### config.mk
export PLATFORM = sky130hd
export DESIGN_NAME = charger_short_and_termination_cfg
export DESIGN_NICKNAME = d
export VERILOG_FILES = /design/src/rtl/short_detector.v /design/src/rtl/term_current_calc.v /design/src/rtl/charger_short_and_termination_cfg.v
export VERILOG_INCLUDE_DIRS = /design/src /design/src/common
export SDC_FILE = /design/constraint.sdc
export NUM_CORES = 1
export LEC_CHECK = 0
export ABC_AREA = 1
export BUFFER_PORTS_ARGS = -buffer_cell sky130_fd_sc_hd__buf_2
export CAP_MARGIN = 5
export CORE_ASPECT_RATIO = 1.5
export CORE_MARGIN = 2
export CORE_UTILIZATION = 60
export CTS_CLUSTER_DIAMETER = 50
export DETAILED_ROUTE_END_ITERATION = 16
export GPL_TIMING_DRIVEN = 0
export PLACE_DENSITY = 0.81
export SLEW_MARGIN = 10
export SYNTH_ARGS = -nofsm -noshare
export SYNTH_HDL_FRONTEND = slang
export SYNTH_SLANG_ARGS = --single-unit
### constraint.sdc
create_clock -name core_clk_in -period 4 [get_ports core_clk_in]
set_input_delay 0 -clock core_clk_in [delete_from_list [all_inputs] [get_ports core_clk_in]]
set_output_delay 0 -clock core_clk_in [all_outputs]
set_load 0.02 [all_outputs]
### src/common/charger_cfg_defs.vh
// constants for the battery-short and termination configuration block
// How it works
// - short_timeout_sel in bits 7:5 picks 1,2,4,10,30,60,120 or 180 s, reset code 100 (30 s).
// - short_threshold_sel in bits 2:0 picks 2.0 V to 2.7 V in 0.1 V steps, reset code 100.
// - term_current_code in bits 7:5 maps to 12.5 through 170.0 mA, reset code 010.
// - the divide-by-twenty bit 4 makes termination one twentieth of charge current, above all.
// - the divide-by-ten bit 3, with bit 4 clear, gives one tenth and beats bit 2 and the code.
// - the divide-by-five bit 2, with bits 4 and 3 clear, gives one fifth and beats the code.
// - any fractional termination current is clamped to 12.5 mA .. 170 mA.
// - sysen_policy 00 raises system enable when the regulator runs and system voltage exists.
// - sysen_policy 01 raises system enable from the battery-side node, in charging mode.
// - sysen_policy 10 raises system enable and opens the isolation switch below weak level.
// - sysen_policy 11 enables in regulator mode with charging off, else only at or above weak.
// - policy 10 acts only with input supply at 0 V and battery_monitor_enable set.
// - a detected battery short sets short_fault_flag, bit 3 of the fault register.
// - writing one to the fault flag, or cycling input supply, clears it.
`ifndef CHARGER_CFG_DEFS_VH
`define CHARGER_CFG_DEFS_VH

// ----------------------------------------
// register offsets
// ----------------------------------------
`define ADDR_FAULT 8'h0D
`define ADDR_SHORT_CFG 8'h10
`define ADDR_TERM_CFG 8'h11

// ----------------------------------------
// fields and reset values
// ----------------------------------------
`define TIMEOUT_MSB 7
`define TIMEOUT_LSB 5
`define THRESH_MSB 2
`define THRESH_LSB 0
`define TERM_MSB 7
`define TERM_LSB 5
`define DIV20_BIT 4
`define DIV10_BIT 3
`define DIV5_BIT 2
`define POLICY_MSB 1
`define POLICY_LSB 0
`define FAULT_SHORT_BIT 3
`define SHORT_CFG_RESET 8'h84
`define TERM_CFG_RESET 8'h40

// ----------------------------------------
// timing
// ----------------------------------------
`define CLK_HZ 20000000
`define MS_CYCLES (`CLK_HZ / 1000)

// ----------------------------------------
// current units: tenths of a milliamp
// ----------------------------------------
`define TERM_MIN 16'h007D
`define TERM_MAX 16'h06A4

`endif

### src/rtl/short_detector.v
// battery-short timer: counts milliseconds below the threshold
`timescale 1ns/1ps
`include "charger_cfg_defs.vh"
module short_detector #(
   parameter MS_CYCLES = `MS_CYCLES
) (
   input wire clk_in,
   input wire rst_n_in,
   input wire below_in,
   input wire [2:0] timeout_sel_in,
   output reg short_pulse_out
);
   reg [15:0] tick_reg;
   reg [17:0] ms_reg;
   reg [17:0] limit;

   always @* begin
      case (timeout_sel_in)
         3'h0: limit = 18'h003E8;
         3'h1: limit = 18'h007D0;
         3'h2: limit = 18'h00FA0;
         3'h3: limit = 18'h02710;
         3'h4: limit = 18'h07530;
         3'h5: limit = 18'h0EA60;
         3'h6: limit = 18'h1D4C0;
         default: limit = 18'h2BF20;
      endcase
   end

   // restarts whenever voltage recovers; fires once per continuous short
   always @(posedge clk_in or negedge rst_n_in) begin
      if (!rst_n_in) begin
         tick_reg <= 16'h0000;
         ms_reg <= 18'h00000;
         short_pulse_out <= 1'b0;
      end else begin
         short_pulse_out <= 1'b0;
         if (!below_in) begin
            tick_reg <= 16'h0000;
            ms_reg <= 18'h00000;
         end else if (ms_reg < limit) begin
            if (tick_reg == MS_CYCLES[15:0] - 16'h0001) begin
               tick_reg <= 16'h0000;
               ms_reg <= ms_reg + 18'h00001;
               short_pulse_out <= (ms_reg + 18'h00001 == limit);
            end else begin
               tick_reg <= tick_reg + 16'h0001;
            end
         end
      end
   end
endmodule

### src/rtl/term_current_calc.v
// termination current selection and clamping
`timescale 1ns/1ps
`include "charger_cfg_defs.vh"
module term_current_calc (
   input wire [7:0] term_cfg_in,
   input wire [15:0] charge_ma_x10_in,
   output reg [15:0] term_ma_x10_out
);
   function [15:0] clamp;
      input [15:0] v;
      begin
         if (v < `TERM_MIN) clamp = `TERM_MIN;
         else if (v > `TERM_MAX) clamp = `TERM_MAX;
         else clamp = v;
      end
   endfunction

   always @* begin
      if (term_cfg_in[`DIV20_BIT]) begin
         term_ma_x10_out = clamp(charge_ma_x10_in / 16'h0014);
      end else if (term_cfg_in[`DIV10_BIT]) begin
         term_ma_x10_out = clamp(charge_ma_x10_in / 16'h000A);
      end else if (term_cfg_in[`DIV5_BIT]) begin
         term_ma_x10_out = clamp(charge_ma_x10_in / 16'h0005);
      end else begin
         case (term_cfg_in[`TERM_MSB:`TERM_LSB])
            3'h0: term_ma_x10_out = 16'h007D;
            3'h1: term_ma_x10_out = 16'h0145;
            3'h2: term_ma_x10_out = 16'h020D;
            3'h3: term_ma_x10_out = 16'h02D5;
            3'h4: term_ma_x10_out = 16'h039D;
            3'h5: term_ma_x10_out = 16'h0497;
            3'h6: term_ma_x10_out = 16'h0591;
            default: term_ma_x10_out = 16'h06A4;
         endcase
      end
   end
endmodule

### src/rtl/charger_short_and_termination_cfg.v
// register bank for battery-short, termination and system-enable configuration
`timescale 1ns/1ps
`include "charger_cfg_defs.vh"
module charger_short_and_termination_cfg #(
   parameter MS_CYCLES = `MS_CYCLES
) (
   input wire core_clk_in,
   input wire arst_n_in,
   input wire reg_wr_in,
   input wire [7:0] reg_addr_in,
   input wire [7:0] reg_wdata_in,
   output reg [7:0] reg_rdata_out,
   input wire [15:0] charge_current_ma_x10_in,
   input wire [2:0] battery_mv_code_in,
   input wire battery_below_short_in,
   input wire regulator_active_in,
   input wire system_voltage_ok_in,
   input wire battery_side_node_ok_in,
   input wire battery_side_node_weak_in,
   input wire charging_enabled_in,
   input wire input_supply_present_in,
   input wire battery_monitor_enable_in,
   output reg [15:0] term_current_ma_x10_out,
   output reg [2:0] short_threshold_sel_out,
   output reg system_enable_out,
   output reg isolation_off_out,
   output reg short_fault_flag_out
);
   // ----------------------------------------
   // reset release and pin synchronisers
   // ----------------------------------------
   reg [1:0] rst_sync_reg;
   wire rst_n = rst_sync_reg[1];

   always @(posedge core_clk_in or negedge arst_n_in) begin
      if (!arst_n_in) rst_sync_reg <= 2'b00;
      else rst_sync_reg <= {rst_sync_reg[0], 1'b1};
   end

   // bit order: below, reg, sysv, node_ok, weak, chg, vin, bmon
   wire [7:0] pins_raw = {battery_below_short_in, regulator_active_in, system_voltage_ok_in,
                          battery_side_node_ok_in, battery_side_node_weak_in,
                          charging_enabled_in, input_supply_present_in,
                          battery_monitor_enable_in};
   reg [7:0] s1_reg;
   reg [7:0] s2_reg;
   reg [7:0] s3_reg;
   reg [7:0] pins_reg;

   // a change is accepted only when the second and third stages agree
   always @(posedge core_clk_in or negedge rst_n) begin
      if (!rst_n) begin
         s1_reg <= 8'h00;
         s2_reg <= 8'h00;
         s3_reg <= 8'h00;
         pins_reg <= 8'h00;
      end else begin
         s1_reg <= pins_raw;
         s2_reg <= s1_reg;
         s3_reg <= s2_reg;
         pins_reg <= (pins_reg & (s2_reg ^ s3_reg)) | (s2_reg & s3_reg);
      end
   end

   wire below_s = pins_reg[7];
   wire reg_act_s = pins_reg[6];
   wire sysv_s = pins_reg[5];
   wire node_ok_s = pins_reg[4];
   wire weak_s = pins_reg[3];
   wire chg_en_s = pins_reg[2];
   wire vin_s = pins_reg[1];
   wire bmon_s = pins_reg[0];

   // ----------------------------------------
   // configuration registers
   // ----------------------------------------
   reg [7:0] short_cfg_reg;
   reg [7:0] term_cfg_reg;
   reg vin_prev_reg;
   wire short_pulse;

   always @(posedge core_clk_in or negedge rst_n) begin
      if (!rst_n) begin
         short_cfg_reg <= `SHORT_CFG_RESET;
         term_cfg_reg <= `TERM_CFG_RESET;
      end else if (reg_wr_in) begin
         if (reg_addr_in == `ADDR_SHORT_CFG)
            short_cfg_reg <= reg_wdata_in & 8'hE7;
         if (reg_addr_in == `ADDR_TERM_CFG)
            term_cfg_reg <= reg_wdata_in;
      end
   end

   // ----------------------------------------
   // short fault flag
   // ----------------------------------------
   // set wins over a same-cycle write-one clear so no event is lost
   always @(posedge core_clk_in or negedge rst_n) begin
      if (!rst_n) begin
         short_fault_flag_out <= 1'b0;
         vin_prev_reg <= 1'b0;
      end else begin
         vin_prev_reg <= vin_s;
         if (short_pulse)
            short_fault_flag_out <= 1'b1;
         else if (reg_wr_in && reg_addr_in == `ADDR_FAULT &&
                  reg_wdata_in[`FAULT_SHORT_BIT])
            short_fault_flag_out <= 1'b0;
         else if (vin_s && !vin_prev_reg)
            short_fault_flag_out <= 1'b0;
      end
   end

   short_detector #(.MS_CYCLES(MS_CYCLES)) u_short (
      .clk_in(core_clk_in),
      .rst_n_in(rst_n),
      .below_in(below_s),
      .timeout_sel_in(short_cfg_reg[`TIMEOUT_MSB:`TIMEOUT_LSB]),
      .short_pulse_out(short_pulse)
   );

   wire [15:0] term_calc;

   term_current_calc u_term (
      .term_cfg_in(term_cfg_reg),
      .charge_ma_x10_in(charge_current_ma_x10_in),
      .term_ma_x10_out(term_calc)
   );

   // ----------------------------------------
   // system enable policy
   // ----------------------------------------
   wire [1:0] policy = term_cfg_reg[`POLICY_MSB:`POLICY_LSB];
   reg sysen_next;
   reg iso_off_next;

   always @* begin
      sysen_next = 1'b0;
      iso_off_next = 1'b0;
      case (policy)
         2'b00: sysen_next = reg_act_s & sysv_s;
         2'b01: sysen_next = node_ok_s & chg_en_s;
         2'b10: begin
            if (!vin_s && bmon_s) begin
               sysen_next = 1'b1;
               iso_off_next = weak_s;
            end
         end
         default: sysen_next = chg_en_s ? !weak_s : reg_act_s;
      endcase
   end

   // ----------------------------------------
   // registered outputs and read-back
   // ----------------------------------------
   always @(posedge core_clk_in or negedge rst_n) begin
      if (!rst_n) begin
         system_enable_out <= 1'b0;
         isolation_off_out <= 1'b0;
         term_current_ma_x10_out <= 16'h020D;
         short_threshold_sel_out <= 3'h4;
         reg_rdata_out <= 8'h00;
      end else begin
         system_enable_out <= sysen_next;
         isolation_off_out <= iso_off_next;
         term_current_ma_x10_out <= term_calc;
         short_threshold_sel_out <= short_cfg_reg[`THRESH_MSB:`THRESH_LSB];
         case (reg_addr_in)
            `ADDR_SHORT_CFG: reg_rdata_out <= short_cfg_reg;
            `ADDR_TERM_CFG: reg_rdata_out <= term_cfg_reg;
            `ADDR_FAULT: reg_rdata_out <= {4'h0, short_fault_flag_out, 3'h0};
            default: reg_rdata_out <= 8'h00;
         endcase
      end
   end
endmodule

# After elaboration in Yosys (flattened, before gate mapping)
# Cells that the tools add are included.
# word_totals
regBits	114
inputBits	46
output_inout_bits	30
wordCells	99
# op_classes
n_addsub	2
n_div	3
n_lt_le_gt_ge	7
n_eq_ne	21
muxes	29
bitwise_logic	6
n_reduce_logical	14
# op_table
cell	count
two-way mux 16 bit	12
one-hot mux 18 bit (7 select lines)	1
one-hot mux 11 bit (7 select lines)	1
two-way mux 18 bit	3
greater-than comparator 16 x 11 -> 1 bit (second input constant)	3
less-than comparator 16 x 7 -> 1 bit (second input constant)	3
one-hot mux 8 bit (3 select lines)	1
adder 18 x 1 -> 18 bit (second input constant)	1
== test 18 bit	1
== test 3 bit (second input constant)	6
less-than comparator 18 bit	1
adder 16 x 1 -> 16 bit (second input constant)	1
bitwise AND 8 bit	2
divider 16 x 3 -> 16 bit (second input constant)	1
divider 16 x 4 -> 16 bit (second input constant)	1
divider 16 x 5 -> 16 bit (second input constant)	1
== test 16 x 15 -> 1 bit (second input constant)	1
== test 8 x 5 -> 1 bit (second input constant)	2
== test 3 x 2 -> 1 bit (second input constant)	4
two-way mux 1 bit	10
== test 8 x 4 -> 1 bit (second input constant)	1
bitwise OR 8 bit	1
bitwise XOR 8 bit	1
== test 3 x 1 -> 1 bit (second input constant)	2
other kinds (11)	21

# Longest topological paths before layout
# depth
word_depth	7
depth_mapped	71
mapped_depth_nobuf	71

# By module
# Synthesis repeated with hierarchy kept, for this count alone.
# unflattened
cells_unflattened	1101
area_unflattened_um2	7921.3
# modules_own_cells
mod	n_inst	cells_per_inst	area_each_um2	seq_area_each_um2
short_detector	1	444	2917.8	875.8
charger_short_and_termination_cfg	1	214	2722.6	1986.9
term_current_calc	1	443	2280.9	0.0

# Least setup slack after synthesis
# Ideal clock, no wire load.
# synth_path
path_type	input -> register
from	input port charge_current_ma_x10_in[14]
to	register term_current_ma_x10_out[7]
setup_time_ns	0.120
arrival_time_ns	5.106
t_required_ns	3.880
setup_slack_ns	-1.227
stages	66
path_buffers	1
cell_sequence	inv_1 nand2_2 nand3_1 nand2_2 nand2_1 nand2_1 a21oi_4 nand2_2 nand2_2 inv_2 a21boi_4 nand2_4 nand2_1 nand2_2 inv_2 nand2_4 nand2_2 buf_6 [30 not listed] inv_1 ha_1 inv_1 nand3_2 nand2_2 nand3_4 o21ai_1 nand2_1 nor2_2 nand3_1 nand2_2 nand2_1 nand2_1 nand2_1 nand2_1 nand2_1 nand2_1 nand2_1
# synth_between
elab_chain_cells	7
word_cells_on_any_way	18
classes_between	3 x div; 6 x order compare; 9 x mux
# synth_rtl
item	line_no	rtl
from (decl)	charger_short_and_termination_cfg.v:13	input wire [15:0] charge_current_ma_x10_in,
divider 16 x 3 -> 16 bit	term_current_calc.v:24	term_ma_x10_out = clamp(charge_ma_x10_in / 16'h0005);
greater-than comparator 16 x 11 -> 1 bit (no line)	-	
two-way mux 16 bit	term_current_calc.v:13	else if (v > `TERM_MAX) clamp = `TERM_MAX;
two-way mux 16 bit	term_current_calc.v:12	if (v < `TERM_MIN) clamp = `TERM_MIN;
two-way mux 16 bit	term_current_calc.v:23	end else if (term_cfg_in[`DIV5_BIT]) begin
two-way mux 16 bit	term_current_calc.v:21	end else if (term_cfg_in[`DIV10_BIT]) begin
two-way mux 16 bit *	term_current_calc.v:19	if (term_cfg_in[`DIV20_BIT]) begin
named net term_calc[7]	charger_short_and_termination_cfg.v:122	wire [15:0] term_calc;
to (signal assigned)	charger_short_and_termination_cfg.v:166	term_current_ma_x10_out <= term_calc;
to (decl)	charger_short_and_termination_cfg.v:23	output reg [15:0] term_current_ma_x10_out,
# Mark *: on every way through the listed nets, which the timed path passes. The rest lies on a longest branch.
# A chain may end at the register's enable or synchronous reset.

# Worst setup path in the final report
# layout_path
from	input port charge_current_ma_x10_in[13]
to	register term_current_ma_x10_out[3]
# The elaborated chain is that of the path after synthesis.

==> results.ini <==
[clock_network]
cts_buffer_depth = 2
cts_num_sinks = 112
clkTransAtPathRegs_ns = 0.08
cts_made_buffers = 9
clockRootBuffer = clkbuf_16
ctsHtreeMaxLevel = 3
cts_tree = built
clk_latency_ns = 0.35

[finish]
antenna_cells = 0
fillers = 871
nets = 1158
instances_no_fill = 1243
mostFrequentLayoutCells = 179 x nand2_1, 118 x inv_1, 103 x dfrtp_1, 69 x buf_2
largest_reg_flops = 18
final_layout_size_suffix_gt1_frac = 0.263
post-route-cell-area_um2 = 9170
multi_input_area_um2 = 4330
area_delta_synth_final_pct = 25.1
seq_area_um2 = 2820
layout_commonest_cell = nand2_1

[synth]
synth_top_area_frac = 0.355
synth_enable_flop_cells = 0
synth_area_leaders = dfrtp_1 36%, nand2_1 10%, inv_1 6.2%
ys_types = 57
syn_area_um2 = 7330
ys.flop_type = dfrtp_1
synth_compound_area_frac = 0.136
synth_top_family_by_area = simple AND/OR/NAND/NOR gates
post_synth_inst_count = 949
synth_fa_ha_area_frac = 0.0461
synthMuxAreaShare = 0.00461
yosys_warnings = 0
post_synth.cell_area_avg_um2 = 7.72
yosys.area_share.simple = 0.319
synth-async-reset-ratio = 1.00
ys_seq_elements = 112
synthXorXnorAreaFrac = 0.0227
yosysTopAreaCell = dfrtp_1
ys_seq_area_frac = 0.384

[critical_path]
critPathKind = primary input to flip-flop
path_depth = 55
cp.required_ns = 4.29
slowest_delay_ns = 0.20
setup.worst_path.end_class = flip-flop
rrSetupSlack_ns = 0.35
cp_max_fo = 7
cp_top_family = simple AND/OR/NAND/NOR gates
reg2reg_depth = 18
cp_slowest_cell = a21oi_4
reg2reg_from = short_cfg_reg[6]
cp.arrival_ns = 5.70
worstReg2RegEnd = u_short.ms_reg[14]
crit_top_cell = nand2_4
path_buf_inv = 9
start_kind = primary input

[sta]
fin_crit_ns = 5.41
fin_crit_sh = 1.35
rsz0062_at_grt = true
relSlewSlack = 0.484
maxSlewViolCount = 0
worst-slew-pin-transition_ns = 0.767
fmax_ghz = 0.185
holdWs_ns = 0.00996
setup_viol = 10
finClkSkew_ns = 0.00795
fin_ws_ns = -1.41
hold_viol_final = 0

[status]
status = complete, but fails checks
violations = setup timing

[power_and_ir_drop]
power_mw = 5.61
vdd_drop_max_mv = 0.471
powerDensity_nw_per_um2 = 612
cellLeakagePower_nw = 4.56

[floorplan]
chipWidth_um = 94.2
core_um2 = 12000
ios = 76
rows = 49
dieArea_um2 = 13100
chipHeight_um = 139
start_util = 0.613

[worst_hold_path]
hold_depth = 4
hold_path_startpoint = reg_wr_in
min_path_type = primary input to flip-flop
holdPathEnd = short_fault_flag_out

[placement]
gp_congestion = 0.891
dp_cells = 1177
detailed_place_hpwl_mm = 12.8
place_area_um2 = 8030
portBuffers = 70
pre_cts_ws_ns = -2.15

[routing]
drt_pre_antenna_iters = 6
drc_errors = 0
drt_wl_total_mm = 18.3
via_per_inst = 5.62
vias = 6991
wire_per_inst_um = 14.7
first_iter_violations = 386
ant_nets = 0

[global_routing]
grt_pass1_wl_mm = 29.2
grt_start_max_net_pins = 66
grt_pass1_vias = 6757
track_usage = 0.273
antenna_found_initial = 0
grt_remaining_overflow = 0

[run]
cap_violations = 0

==> per-layer routing <==
metal	wire length, µm	part of all wire	vias up	global-route usage
met2	10100	0.55	195	0.507
met5	0	0	-	0
met4	714	0.039	0	0.124
li1	-	-	3422	-
met3	661	0.036	67	0.0282
met1	6890	0.38	3307	0.307
==> final cells by class <==
| class | instances | share of cell area |
|---|---|---|
| Multi-Input combinational cell | 683 | 0.472 |
| Sequential cell | 112 | 0.307 |
| Timing Repair Buffer | 122 | 0.0935 |
| Inverter | 141 | 0.0620 |
| Clock buffer | 10 | 0.0261 |
| Tap cell | 153 | 0.0209 |
| Buffer | 16 | 0.0108 |
| Clock inverter | 6 | 0.00764 |
==> worst min-delay path, delay by kind of cell <==
kind	cells	cell delay, ns
and+or+nand+nor	2	0.10
AOI/OAI and AO/OA	1	0.10
buffers and inverters	1	0.12
==> repair_timing <==
item	4_1_cts	5_1_grt
pin swaps	51	41
buffers inserted	25	8
gates resized for setup	48	43
endpoints found under the setup margin	35	27
hold buffers	18	0
endpoints found under the hold margin	25	0
==> worst max path at each step <==
stage / start / to / slack [ns]
global placement: charge_current_ma_x10_in[14] / term_current_ma_x10_out[5] / -2.02
finish: charge_current_ma_x10_in[13] / term_current_ma_x10_out[3] / -1.41
global route: charge_current_ma_x10_in[13] / term_current_ma_x10_out[3] / -1.73
CTS: charge_current_ma_x10_in[14] / term_current_ma_x10_out[7] / -1.25
floorplan: charge_current_ma_x10_in[15] / term_current_ma_x10_out[1] / -1.14
detailed placement: charge_current_ma_x10_in[14] / term_current_ma_x10_out[1] / -2.15
==> power by group <==
group,internal (mW),switching (mW)
registers,1.24,0.0602
clock network,0.462,0.440
logic,1.29,2.12
==> Yosys cell counts (2+ instances only) <==
master	count
xnor2_1	2
inv_4	3
a2111oi_0	2
dfrtp_1	104
mux2_2	3
a21oi_4	2
nor3_1	18
nand3_1	75
o211ai_1	6
buf_4	4
o22ai_1	10
buf_6	2
nand2_8	2
o31ai_1	9
conb_1	2
ha_1	27
nand3_4	3
nand2_2	38
xor2_1	17
nand3_2	12
nand2_1	198
nor2_1	68
clkinv_1	3
o21bai_1	3
o21ai_0	50
nor4_1	12
a21oi_1	31
dfstp_2	8
a211oi_1	4
clkbuf_1	8
a31oi_1	3
inv_1	122
inv_2	13
nand2_4	15
buf_2	2
nand4_1	23
o21ai_1	11
a22oi_1	2
o2111ai_1	3
a21o_1	12
==> through the flow <==
step / TNS (ns) / utilization
2_1_floorplan: -10.77 / -
3_3_place_gp: -67.99 / 0.669
3_5_place_dp: -28.27 / 0.671
4_1_cts: -11.92 / 0.747
5_1_grt: -16.89 / 0.767
6_report: -13.54 / 0.767
==> cell families (layout without fill, tap and decap cells) <==
family          Yosys count  in the layout
simple gates            469            469
compound gates          159            159
buf+inv                 158            295
flops                   112            112
fa+ha+maj                27             27
xor+xnor                 19             19
mux                       3              3
other cells               2              6
Power figures use the tool's default switching activity.
